--- config.mk ---
export PLATFORM = sky130hd
export DESIGN_NAME = timer_counter
export DESIGN_NICKNAME = d
export VERILOG_FILES = /design/src/rtl/tmr_pkg.sv /design/src/rtl/pin_sync.sv /design/src/rtl/timer_counter.sv
export SDC_FILE = /design/constraint.sdc
export NUM_CORES = 1
export LEC_CHECK = 0
export ABC_CLOCK_PERIOD_IN_PS = 3400
export BUFFER_PORTS_ARGS = -buffer_cell sky130_fd_sc_hd__buf_2
export CAP_MARGIN = 20
export CORE_MARGIN = 4
export CORE_UTILIZATION = 55
export DETAILED_ROUTE_END_ITERATION = 10
export GPL_ROUTABILITY_DRIVEN = 0
export MAX_ROUTING_LAYER = met4
export PLACE_DENSITY = 0.8
export SLEW_MARGIN = 15
export SYNTH_ARGS = -nofsm -noshare
export SYNTH_HDL_FRONTEND = slang
export SYNTH_HIERARCHICAL = 1
export SYNTH_SLANG_ARGS = --single-unit
export TNS_END_PERCENT = 10
--- constraint.sdc ---
create_clock -name sys_clk_in -period 3.4 [get_ports sys_clk_in]
set_input_delay 0.68 -clock sys_clk_in [delete_from_list [all_inputs] [get_ports sys_clk_in]]
set_output_delay 0.68 -clock sys_clk_in [all_outputs]
set_load 0.02 [all_outputs]
--- src/rtl/tmr_pkg.sv ---
// Constants and types shared by the timer/counter design
package tmr_pkg;

  // Avalon byte address width; register index sits in bits [9:2]
  localparam int ADDR_W = 10;

  // Register indices; byte address is four times the index
  localparam logic [7:0] IDX_FLAGS   = 8'h0C;
  localparam logic [7:0] IDX_CNT_LO  = 8'h0E;
  localparam logic [7:0] IDX_CNT_HI  = 8'h0F;
  localparam logic [7:0] IDX_CTRL    = 8'h10;
  localparam logic [7:0] IDX_CMP_LO  = 8'h15;
  localparam logic [7:0] IDX_CMP_HI  = 8'h16;
  localparam logic [7:0] IDX_CCON    = 8'h17;
  localparam logic [7:0] IDX_ENABLES = 8'h8C;

  // Field positions in timer_control
  localparam int RUN_BIT   = 0;
  localparam int CS_BIT    = 1;
  localparam int SYNCN_BIT = 2;
  localparam int OSCEN_BIT = 3;
  localparam int PS_LSB    = 4;
  localparam int PS_MSB    = 5;

  // Overflow bit in peripheral_flags and peripheral_enables
  localparam int OVF_BIT = 0;

  // Compare mode field in compare_unit_control
  localparam int         CMODE_LSB    = 0;
  localparam int         CMODE_MSB    = 3;
  localparam logic [3:0] CMODE_SPECIAL = 4'hB;

  // Reset values and writable masks
  localparam logic [7:0]  CTRL_RST  = 8'h00;
  localparam logic [7:0]  CTRL_MASK = 8'h3F;
  localparam logic [7:0]  CCON_RST  = 8'h00;
  localparam logic [7:0]  CCON_MASK = 8'h3F;
  localparam logic [15:0] CNT_RST   = 16'h0000;
  localparam logic [15:0] CNT_MAX   = 16'hFFFF;
  localparam logic [15:0] CMP_RST   = 16'h0000;

  // Both oscillator pins forced to input
  localparam logic [1:0] PIN_ALL_INPUT = 2'h3;

  // Instruction cycle: four phases of the system clock
  localparam int CLK_PERIOD_NS = 10;
  localparam int INST_CYCLE_NS = 40;
  localparam int INST_CYCLE_CLKS = INST_CYCLE_NS / CLK_PERIOD_NS;
  localparam logic [1:0] PHASE_TWO  = 2'h1;
  localparam logic [1:0] PHASE_FOUR = 2'h3;

  // Prescaler ripple counter width (divide by up to 8)
  localparam int PRESC_W = 3;

  // Bus handshake states, one-hot
  typedef enum logic [1:0] {
    BUS_IDLE = 2'b01,
    BUS_ACK  = 2'b10
  } bus_state_t;

endpackage
--- src/rtl/pin_sync.sv ---
// Three-stage pin synchroniser with agreement filter
`timescale 1ns/1ns
module pin_sync (
  input  wire logic sys_clk_in,  // System clock
  input  wire logic rst_in,      // Synchronous reset, active high
  input  wire logic pin_in,      // Asynchronous pin level
  output logic      level_out    // Filtered level
);

  // Synchroniser stages and accepted level
  typedef struct packed {
    logic s1;   // First stage, read only by s2
    logic s2;   // Second stage
    logic s3;   // Third stage
    logic lvl;  // Accepted level
  } sync_t;

  sync_t q;  // Registered state
  sync_t d;  // Next state

  // Shift the pin in; accept a level once stages two and three agree
  always_comb begin
    d = q;
    d.s1 = pin_in;
    d.s2 = q.s1;
    d.s3 = q.s2;
    if (q.s2 == q.s3) begin
      d.lvl = q.s3;
    end
  end

  // State register
  always_ff @(posedge sys_clk_in) begin
    if (rst_in) begin
      q <= '0;
    end else begin
      q <= d;
    end
  end

  assign level_out = q.lvl;

endmodule

--- src/rtl/timer_counter.sv ---
// Sixteen-bit timer/counter with compare reset on an Avalon-MM slave
//
// The implementer's own choice: the Avalon-MM interface to the registers.
`timescale 1ns/1ns
// How it works
// - 16-bit count in two bytes, wraps
// - Wrap sets overflow flag; enable gates interrupt
// - Timer mode counts once per instruction cycle
// - Counter mode counts rising edges of chosen pin
// - Run bit clear holds the count
// - Prescale field divides by 1, 2, 4, 8
// - Sync-disable bit selects unsynchronised counting, counter mode only
// - Synchroniser sits after the prescaler
// - Synchronised mode freezes count in sleep
// - Prescaler output sampled on phases two, four
// - Unsynchronised mode counts and interrupts in sleep
// - Count byte reads return a stable value
// - Unsynchronised mode gives no compare trigger
// - Oscillator enable forces both pins to input
// - Special mode match triggers, clears on tick
// - Vanished match cancels the pending clear
module timer_counter (
  input  wire logic                      sys_clk_in,
  input  wire logic                      rst_in,
  input  wire logic [tmr_pkg::ADDR_W-1:0] avs_address_in,
  input  wire logic                      avs_read_in,
  input  wire logic                      avs_write_in,
  input  wire logic [31:0]               avs_writedata_in,
  input  wire logic [3:0]                avs_byteenable_in,
  output logic      [31:0]               avs_readdata_out,
  output logic                           avs_waitrequest_out,
  input  wire logic                      ext_count_input_in,
  input  wire logic                      osc_in_pin_in,
  input  wire logic                      sleep_in,
  input  wire logic [1:0]                port_direction_in,
  output logic      [1:0]                pin_dir_out,
  output logic                           osc_power_out,
  output logic                           special_event_out,
  output logic                           irq_out
);
  import tmr_pkg::*;

  // Whole state of the block
  typedef struct packed {
    bus_state_t         bus;        // Bus handshake state
    logic [7:0]         rdata;      // Read data held for the master
    logic [7:0]         ctrl;       // timer_control
    logic [7:0]         ccon;       // compare_unit_control
    logic [15:0]        count;      // count_high_byte:count_low_byte
    logic [15:0]        cmp;        // compare_high_byte:compare_low_byte
    logic               ovf_flag;   // overflow_flag
    logic               ovf_en;     // overflow_irq_enable
    logic [1:0]         phase;      // Instruction cycle phase
    logic [PRESC_W-1:0] presc;      // Prescaler counter
    logic               in_prev;    // Last filtered input level
    logic               presc_lvl;  // Prescaler output level
    logic               samp;       // Sampled prescaler output
  } state_t;

  // Reset image of the state
  localparam state_t STATE_RST = '{
    bus:       BUS_IDLE,
    rdata:     8'h00,
    ctrl:      CTRL_RST,
    ccon:      CCON_RST,
    count:     CNT_RST,
    cmp:       CMP_RST,
    ovf_flag:  1'b0,
    ovf_en:    1'b0,
    phase:     2'h0,
    presc:     '0,
    in_prev:   1'b0,
    presc_lvl: 1'b0,
    samp:      1'b0
  };

  state_t             q;           // Registered state
  state_t             d;           // Next state
  logic               src_pin;     // Selected external pin
  logic               ext_lvl;     // Filtered external level
  logic               req;         // Bus request present
  logic               acking;      // Bus access completes this cycle
  logic               wr_en;       // Register write takes effect
  logic [7:0]         reg_idx;     // Register index from address
  logic [7:0]         wdat;        // Write data byte
  logic               run;         // run_enable
  logic               cs;          // clock_source_select
  logic               syncn;       // sync_disable_n
  logic               oscen;       // oscillator_enable
  logic [1:0]         ps;          // prescale_field
  logic [PRESC_W-1:0] ps_mask;     // Prescaler terminal mask
  logic               inst_tick;   // End of an instruction cycle
  logic               ext_rise;    // Rising edge on external input
  logic               src_tick;    // Prescaler input event
  logic               pre_tick;    // Prescaler output event
  logic               sync_mode;   // Synchronised counter mode
  logic               sample_now;  // Synchroniser sampling phase
  logic               sync_tick;   // Synchronised count event
  logic               cnt_tick;    // Count advances this cycle
  logic               base_ok;     // Count usable as compare base
  logic               match;       // Special event compare match
  logic               wrap;        // Count wraps this cycle

  // Control field decode
  assign run   = q.ctrl[RUN_BIT];
  assign cs    = q.ctrl[CS_BIT];
  assign syncn = q.ctrl[SYNCN_BIT];
  assign oscen = q.ctrl[OSCEN_BIT];
  assign ps    = q.ctrl[PS_MSB:PS_LSB];

  // Oscillator pin when enabled, else the clock input pin
  assign src_pin = oscen ? osc_in_pin_in : ext_count_input_in;

  // Pin synchroniser for the selected source
  pin_sync u_src_sync (
    .sys_clk_in (sys_clk_in),
    .rst_in     (rst_in),
    .pin_in     (src_pin),
    .level_out  (ext_lvl)
  );

  // Bus request decode
  assign req     = avs_read_in | avs_write_in;
  assign acking  = (q.bus == BUS_ACK);
  assign wr_en   = acking & avs_write_in & avs_byteenable_in[0];
  assign reg_idx = avs_address_in[ADDR_W-1:2];
  assign wdat    = avs_writedata_in[7:0];

  // Instruction clock stops in sleep
  assign inst_tick = (q.phase == PHASE_FOUR) & ~sleep_in;
  assign ext_rise  = ext_lvl & ~q.in_prev;

  // Prescaler input: instruction cycle or external edge, while running
  assign src_tick = (cs ? ext_rise : inst_tick) & run;

  // Divide by 2^field: all low bits set marks the terminal count
  assign ps_mask  = PRESC_W'((4'h1 << ps) - 4'h1);
  assign pre_tick = src_tick & ((q.presc & ps_mask) == ps_mask);

  // Synchronised path samples prescaler output, not the raw pin
  assign sync_mode  = cs & ~syncn;
  assign sample_now = ((q.phase == PHASE_TWO) |
                       (q.phase == PHASE_FOUR)) & ~sleep_in;
  assign sync_tick  = sample_now & (q.samp != q.presc_lvl);

  // Synchronised counting stops in sleep; otherwise the prescaler rules
  assign cnt_tick = run & (sync_mode ? sync_tick : pre_tick);

  // Unsynchronised counting is no compare base
  assign base_ok = ~(cs & syncn);
  assign match   = base_ok &
                   (q.ccon[CMODE_MSB:CMODE_LSB] == CMODE_SPECIAL) &
                   (q.count == q.cmp);
  assign wrap    = cnt_tick & ~match & (q.count == CNT_MAX);

  // Next-state logic
  always_comb begin
    logic [7:0] rd_val;
    rd_val = 8'h00;
    d = q;
    d.phase   = q.phase + 2'h1;
    d.in_prev = ext_lvl;

    // Read mux; unmapped indices read zero
    if (reg_idx == IDX_FLAGS) begin
      rd_val[OVF_BIT] = q.ovf_flag;
    end else if (reg_idx == IDX_CNT_LO) begin
      rd_val = q.count[7:0];
    end else if (reg_idx == IDX_CNT_HI) begin
      rd_val = q.count[15:8];
    end else if (reg_idx == IDX_CTRL) begin
      rd_val = q.ctrl;
    end else if (reg_idx == IDX_CMP_LO) begin
      rd_val = q.cmp[7:0];
    end else if (reg_idx == IDX_CMP_HI) begin
      rd_val = q.cmp[15:8];
    end else if (reg_idx == IDX_CCON) begin
      rd_val = q.ccon;
    end else if (reg_idx == IDX_ENABLES) begin
      rd_val[OVF_BIT] = q.ovf_en;
    end

    // One wait cycle per access; read data captured from one edge
    case (q.bus)
      BUS_IDLE: begin
        if (req) begin
          d.bus   = BUS_ACK;
          d.rdata = avs_read_in ? rd_val : 8'h00;
        end
      end
      BUS_ACK: begin
        d.bus = BUS_IDLE;
      end
      default: begin
        d.bus = BUS_IDLE;
      end
    endcase

    // Prescaler keeps counting external edges in sleep; instruction ticks stop
    if (src_tick) begin
      d.presc = q.presc + PRESC_W'(1);
    end
    // Prescaler output toggles once per divided event
    if (pre_tick) begin
      d.presc_lvl = ~q.presc_lvl;
    end
    // Synchroniser samples on phases two and four
    if (sample_now) begin
      d.samp = q.presc_lvl;
    end

    // Count advance; a match still present at the tick clears it
    if (cnt_tick) begin
      if (match) begin
        d.count = CNT_RST;
      end else begin
        d.count = q.count + 16'h0001;
      end
    end

    // Overflow flag: write one clears, a wrap in that cycle wins
    if (wr_en && reg_idx == IDX_FLAGS && wdat[OVF_BIT]) begin
      d.ovf_flag = 1'b0;
    end
    if (wrap) begin
      d.ovf_flag = 1'b1;
    end

    // Register writes; a byte write wins over a coincident increment
    if (wr_en) begin
      if (reg_idx == IDX_CNT_LO) begin
        d.count[7:0] = wdat;
      end else if (reg_idx == IDX_CNT_HI) begin
        d.count[15:8] = wdat;
      end else if (reg_idx == IDX_CTRL) begin
        d.ctrl = wdat & CTRL_MASK;
      end else if (reg_idx == IDX_CMP_LO) begin
        d.cmp[7:0] = wdat;
      end else if (reg_idx == IDX_CMP_HI) begin
        d.cmp[15:8] = wdat;
      end else if (reg_idx == IDX_CCON) begin
        d.ccon = wdat & CCON_MASK;
      end else if (reg_idx == IDX_ENABLES) begin
        d.ovf_en = wdat[OVF_BIT];
      end
    end
  end

  // State register
  always_ff @(posedge sys_clk_in) begin
    if (rst_in) begin
      q <= STATE_RST;
    end else begin
      q <= d;
    end
  end

  // Bus answers
  assign avs_waitrequest_out = req & ~acking;
  assign avs_readdata_out    = {24'h000000, q.rdata};

  // Interrupt level, also the wake request in sleep
  assign irq_out = q.ovf_flag & q.ovf_en;

  // Trigger rises at once on a match
  assign special_event_out = match;

  // Oscillator enable forces both pins to input and powers the oscillator
  assign pin_dir_out   = oscen ? PIN_ALL_INPUT : port_direction_in;
  assign osc_power_out = oscen;

  // Wrap returns the count to zero
  count_wrap_a: assert property (
    @(posedge sys_clk_in) disable iff (rst_in)
    wrap && !wr_en |=> q.count == CNT_RST)
    else $error("count did not wrap to zero");

  // Wrap raises the flag and, when enabled, the interrupt
  ovf_irq_a: assert property (
    @(posedge sys_clk_in) disable iff (rst_in)
    wrap && q.ovf_en && !wr_en |=> q.ovf_flag && irq_out)
    else $error("overflow did not raise flag and interrupt");

  // Timer mode, divide by one: one step per instruction cycle
  timer_step_a: assert property (
    @(posedge sys_clk_in) disable iff (rst_in)
    !cs && run && ps == 2'h0 && q.phase == PHASE_FOUR && !sleep_in
      && !match && !wr_en
    |=> q.count == $past(q.count) + 16'h0001)
    else $error("timer mode missed its instruction-cycle step");

  // Stopped timer holds its count
  stop_hold_a: assert property (
    @(posedge sys_clk_in) disable iff (rst_in)
    !run && !acking |=> $stable(q.count))
    else $error("count moved while stopped");

  // Divide by eight steps only at the terminal prescaler count
  prescale_a: assert property (
    @(posedge sys_clk_in) disable iff (rst_in)
    pre_tick && ps == 2'h3 |-> q.presc == 3'h7)
    else $error("prescaler terminal count wrong");

  // Two cycles of synchronised mode in sleep: the count holds at the next edge
  sleep_freeze_a: assert property (
    @(posedge sys_clk_in) disable iff (rst_in)
    (sync_mode && sleep_in && !acking)[*2] |=> $stable(q.count))
    else $error("count moved in synchronised sleep");

  // Unsynchronised counting never triggers a compare event
  no_async_cmp_a: assert property (
    @(posedge sys_clk_in) disable iff (rst_in)
    cs && syncn |-> !special_event_out)
    else $error("trigger raised on unsynchronised base");

  // Match at a tick clears both bytes and keeps control
  event_clear_a: assert property (
    @(posedge sys_clk_in) disable iff (rst_in)
    cnt_tick && match && !wr_en
    |=> q.count == CNT_RST && $stable(q.ctrl))
    else $error("special event did not clear the count");

  // Oscillator enabled: both pins read as inputs
  pins_input_a: assert property (
    @(posedge sys_clk_in) disable iff (rst_in)
    oscen |-> pin_dir_out == PIN_ALL_INPUT)
    else $error("oscillator pins not forced to input");

  // Every request is answered within two cycles
  bus_answer_a: assert property (
    @(posedge sys_clk_in) disable iff (rst_in)
    req && !acking |=> !avs_waitrequest_out)
    else $error("bus access not answered in time");

  // A step without a match only increments; no clear is left pending
  step_no_clear_a: assert property (
    @(posedge sys_clk_in) disable iff (rst_in)
    cnt_tick && !match && !wr_en
    |=> q.count == $past(q.count) + 16'h0001)
    else $error("count cleared or skipped without a match");

  // A wrap sets the flag even when software clears it in that cycle
  flag_set_wins_a: assert property (
    @(posedge sys_clk_in) disable iff (rst_in)
    wrap |=> q.ovf_flag)
    else $error("wrap did not set the overflow flag");

endmodule

==> impl_metrics.toml <==
[floorplan]
placement_rows = 30
fp.dieH_um = 93.7
ios = 93
placeableCoreArea_um2 = 6980
chipWidth_um = 93.7
starting_utilization_of_the_core_area_pct = 57.9
die-area_um2 = 8780

[final_layout]
n_fill_cell = 640
post_route_cells_drive_above_1_share_pct = 14.1
design.final.nets = 577
final_core_util_pct = 62.1
antenna_cells_inserted = 0
areaGrowthSynthToFinish_pct = 7.28

[critical_path]
cp_max_fo = 14
worst-r2r-setup-slack_ps = 730
timing.critical_path.slowest_stage_cell = "sky130_fd_sc_hd__dfxtp_1"
timing.critical_path.required_ps = 2720
critPathCaptureType = "output port"
critical_path.startpoint_type = "flop"
reg2regPathDepth = 7
critical_path_arrival_ps = 2580
slowest_delay_ps = 520
timing.critical_path.cells = "xor2_1 -> nor4_1 -> and3_1 -> nand2_1 -> inv_1 -> buf_2"
critPathKind = "reg2out"

[synthesis]
synth_warnings = 6
syn-cell-area_um2 = 4040
yosys.area.top_type_share_pct = 33.7
postSynth.topFlopCell = "sky130_fd_sc_hd__dfxtp_1"
ys_types = 61
mean_syn_cell_area_um2 = 8.13
synth-edff-count = 0
synthDominantAreaCellType = "sky130_fd_sc_hd__dfxtp_1"
synth_common_cells = "68 x sky130_fd_sc_hd__dfxtp_1, 53 x sky130_fd_sc_hd__nor2_1, 41 x sky130_fd_sc_hd__nand2_1"
synth_seq_cells = 68
synth.most_common_cell = "sky130_fd_sc_hd__dfxtp_1"
async_flop_share_pct = 0
syn_inst = 497
synth-seq-area-share_pct = 33.7
top_cells_by_area_in_the_synthesized_netlist = "sky130_fd_sc_hd__dfxtp_1 34%, sky130_fd_sc_hd__mux2i_1 6.9%, sky130_fd_sc_hd__buf_4 5.9%, sky130_fd_sc_hd__nor2_1 4.9%, sky130_fd_sc_hd__nand2_1 3.8%"

[detailed_routing]
detail_route.wl_per_cell_um = 18.1
route.detailed.drc = 0
route.final.wire_length_um = 11200
route.vias.total = 3887
drt_first_pass_iters = 7
detail-route-antenna-nets = 0
via_per_inst = 6.28
drt-initial-drc-count = 375

[timing]
tightestPinTransition_ps = 782
fin_crit_sh_pct = 95.9
finalClockSkew_ps = 8.89
timing.max_slew.rel_slack_pct = 47.9
max_slew_violation_count = 0
hold_violations = 0
final.setup.tns_ps = 0
grt_setup_unrepaired = "false"
final-setup-viol-count = 0
clock.fmax_mhz = 307
clock_period_minus_worst_slack_ps = 3260

[power_and_ir_drop]
power.density_nw_per_um2 = 378
final_total_pwr_mw = 1.64
irDropWorstVdd_v = 0.000218
power.leakage_nw = 1.86

[grt]
grt_first_pass_wirelength_um = 17600
largest_net_degree_at_the_start_of_global_routing = 41
antenna_found_initial = 0
vias_in_the_first_global_route = 3498
grtUsageTotal_pct = 26.3
grt_overflow_total = 0

[clock_network]
clk_pin_slew_ps = 70
tritoncts = "built"
cts_hold_repair.buffers = 0
cts.htree.levels = 3
cts_sinks = 68
cts.path.max_buffers = 2
cts.repair_timing.setup_buffer_count = 0
cts_made_buffers = 9
cts_repair_resize_count = 0
cts_root_buf = "sky130_fd_sc_hd__clkbuf_8"
clkLatencyLatePin_ps = 350

[job]
reported_max_cap_violation_count = 0

[worst_hold_path]
holdCritPathClass = "reg2reg"
holdPathStages = 2

[status]
run_status = "finished, final reports clean"

[place]
port-buffer-count = 39
post-dp-hpwl_um = 7980
per-stage QoR:
stage	hold slack (ps)	std cells	instance area [µm²]	setup WS [ps]
floorplan	414	520	4130	897
global route	464	619	4340	69.2
global placement	428	603	4130	686
CTS	439	619	4340	218
finish	438	619	4340	141
detailed placement	427	603	4130	606
critical path, delay by kind of cell (launching register included):
family,cells,cell delay (ps)
XOR/XNOR,1,150
flip-flops,1,520
AND/OR/NAND/NOR,3,990
buffers and inverters,2,560
registers in the layout, indices dropped and copies added (netlist names):
signal,count
q,52
u_src_sync/d,2
avs_readdata_out,8
u_src_sync/q,1
osc_power_out,1
u_src_sync/level_out,1
cs,1
ps,2
cells by family after synthesis:
family / synth area share [%]
adders and majority gates: 1.24
and+or+nand+nor: 26.3
buffers and inverters: 9.78
other: 0.0928
xor gates and xnor gates: 4.77
DFF: 33.7
AOI/OAI and AO/OA: 15.8
muxes: 8.33
cell usage in the layout, fill, tap and decap left out, types with 14 or more instances in the layout:
master / netlist / layout
sky130_fd_sc_hd__conb_1: 1 / 24
sky130_fd_sc_hd__nand2_1: 41 / 41
sky130_fd_sc_hd__nor2_1: 53 / 53
sky130_fd_sc_hd__buf_2: 1 / 39
sky130_fd_sc_hd__xor2_1: 17 / 17
sky130_fd_sc_hd__dfxtp_1: 68 / 68
sky130_fd_sc_hd__o21ai_0: 23 / 23
sky130_fd_sc_hd__nor2b_1: 14 / 14
sky130_fd_sc_hd__nand3_1: 23 / 23
sky130_fd_sc_hd__mux2i_1: 28 / 28
sky130_fd_sc_hd__a21oi_1: 21 / 21
routing by layer:
layer	track usage, %	vias up	share of wire [%]	wire length, µm
li1	-	1773	-	-
met1	33.9	1837	41	4580
met2	39.1	236	46	5170
met3	5.69	41	9.8	1090
met4	12.6	0	3.1	350
met5	-	-	0	0
final timing paths:
kind,from,end
hold / removal,avs_readdata_out[7],avs_readdata_out[7]
setup / recovery,q[26],special_event_out
setup reg to reg,q[26],q[9]
hold reg to reg,avs_readdata_out[7],avs_readdata_out[7]
where the power goes:
| group | total [mW] | internal [mW] | switching (mW) |
|---|---|---|---|
| logic | 0.143 | 0.0419 | 0.101 |
| clock network | 0.681 | 0.357 | 0.324 |
| registers | 0.813 | 0.804 | 0.00903 |
final cells by class:
cell class                      count  area, µm²  area share (%)
Clock inverter                      6       63.8            1.47
Clock buffer                       10        138            3.17
Tap cell                           96        120            2.77
Sequential cell                    68       1360            31.4
Inverter                           11       41.3           0.952
Multi-Input combinational cell    383       2370            54.7
Timing Repair Buffer               45        240            5.54
Power figures use the tool's default switching activity.
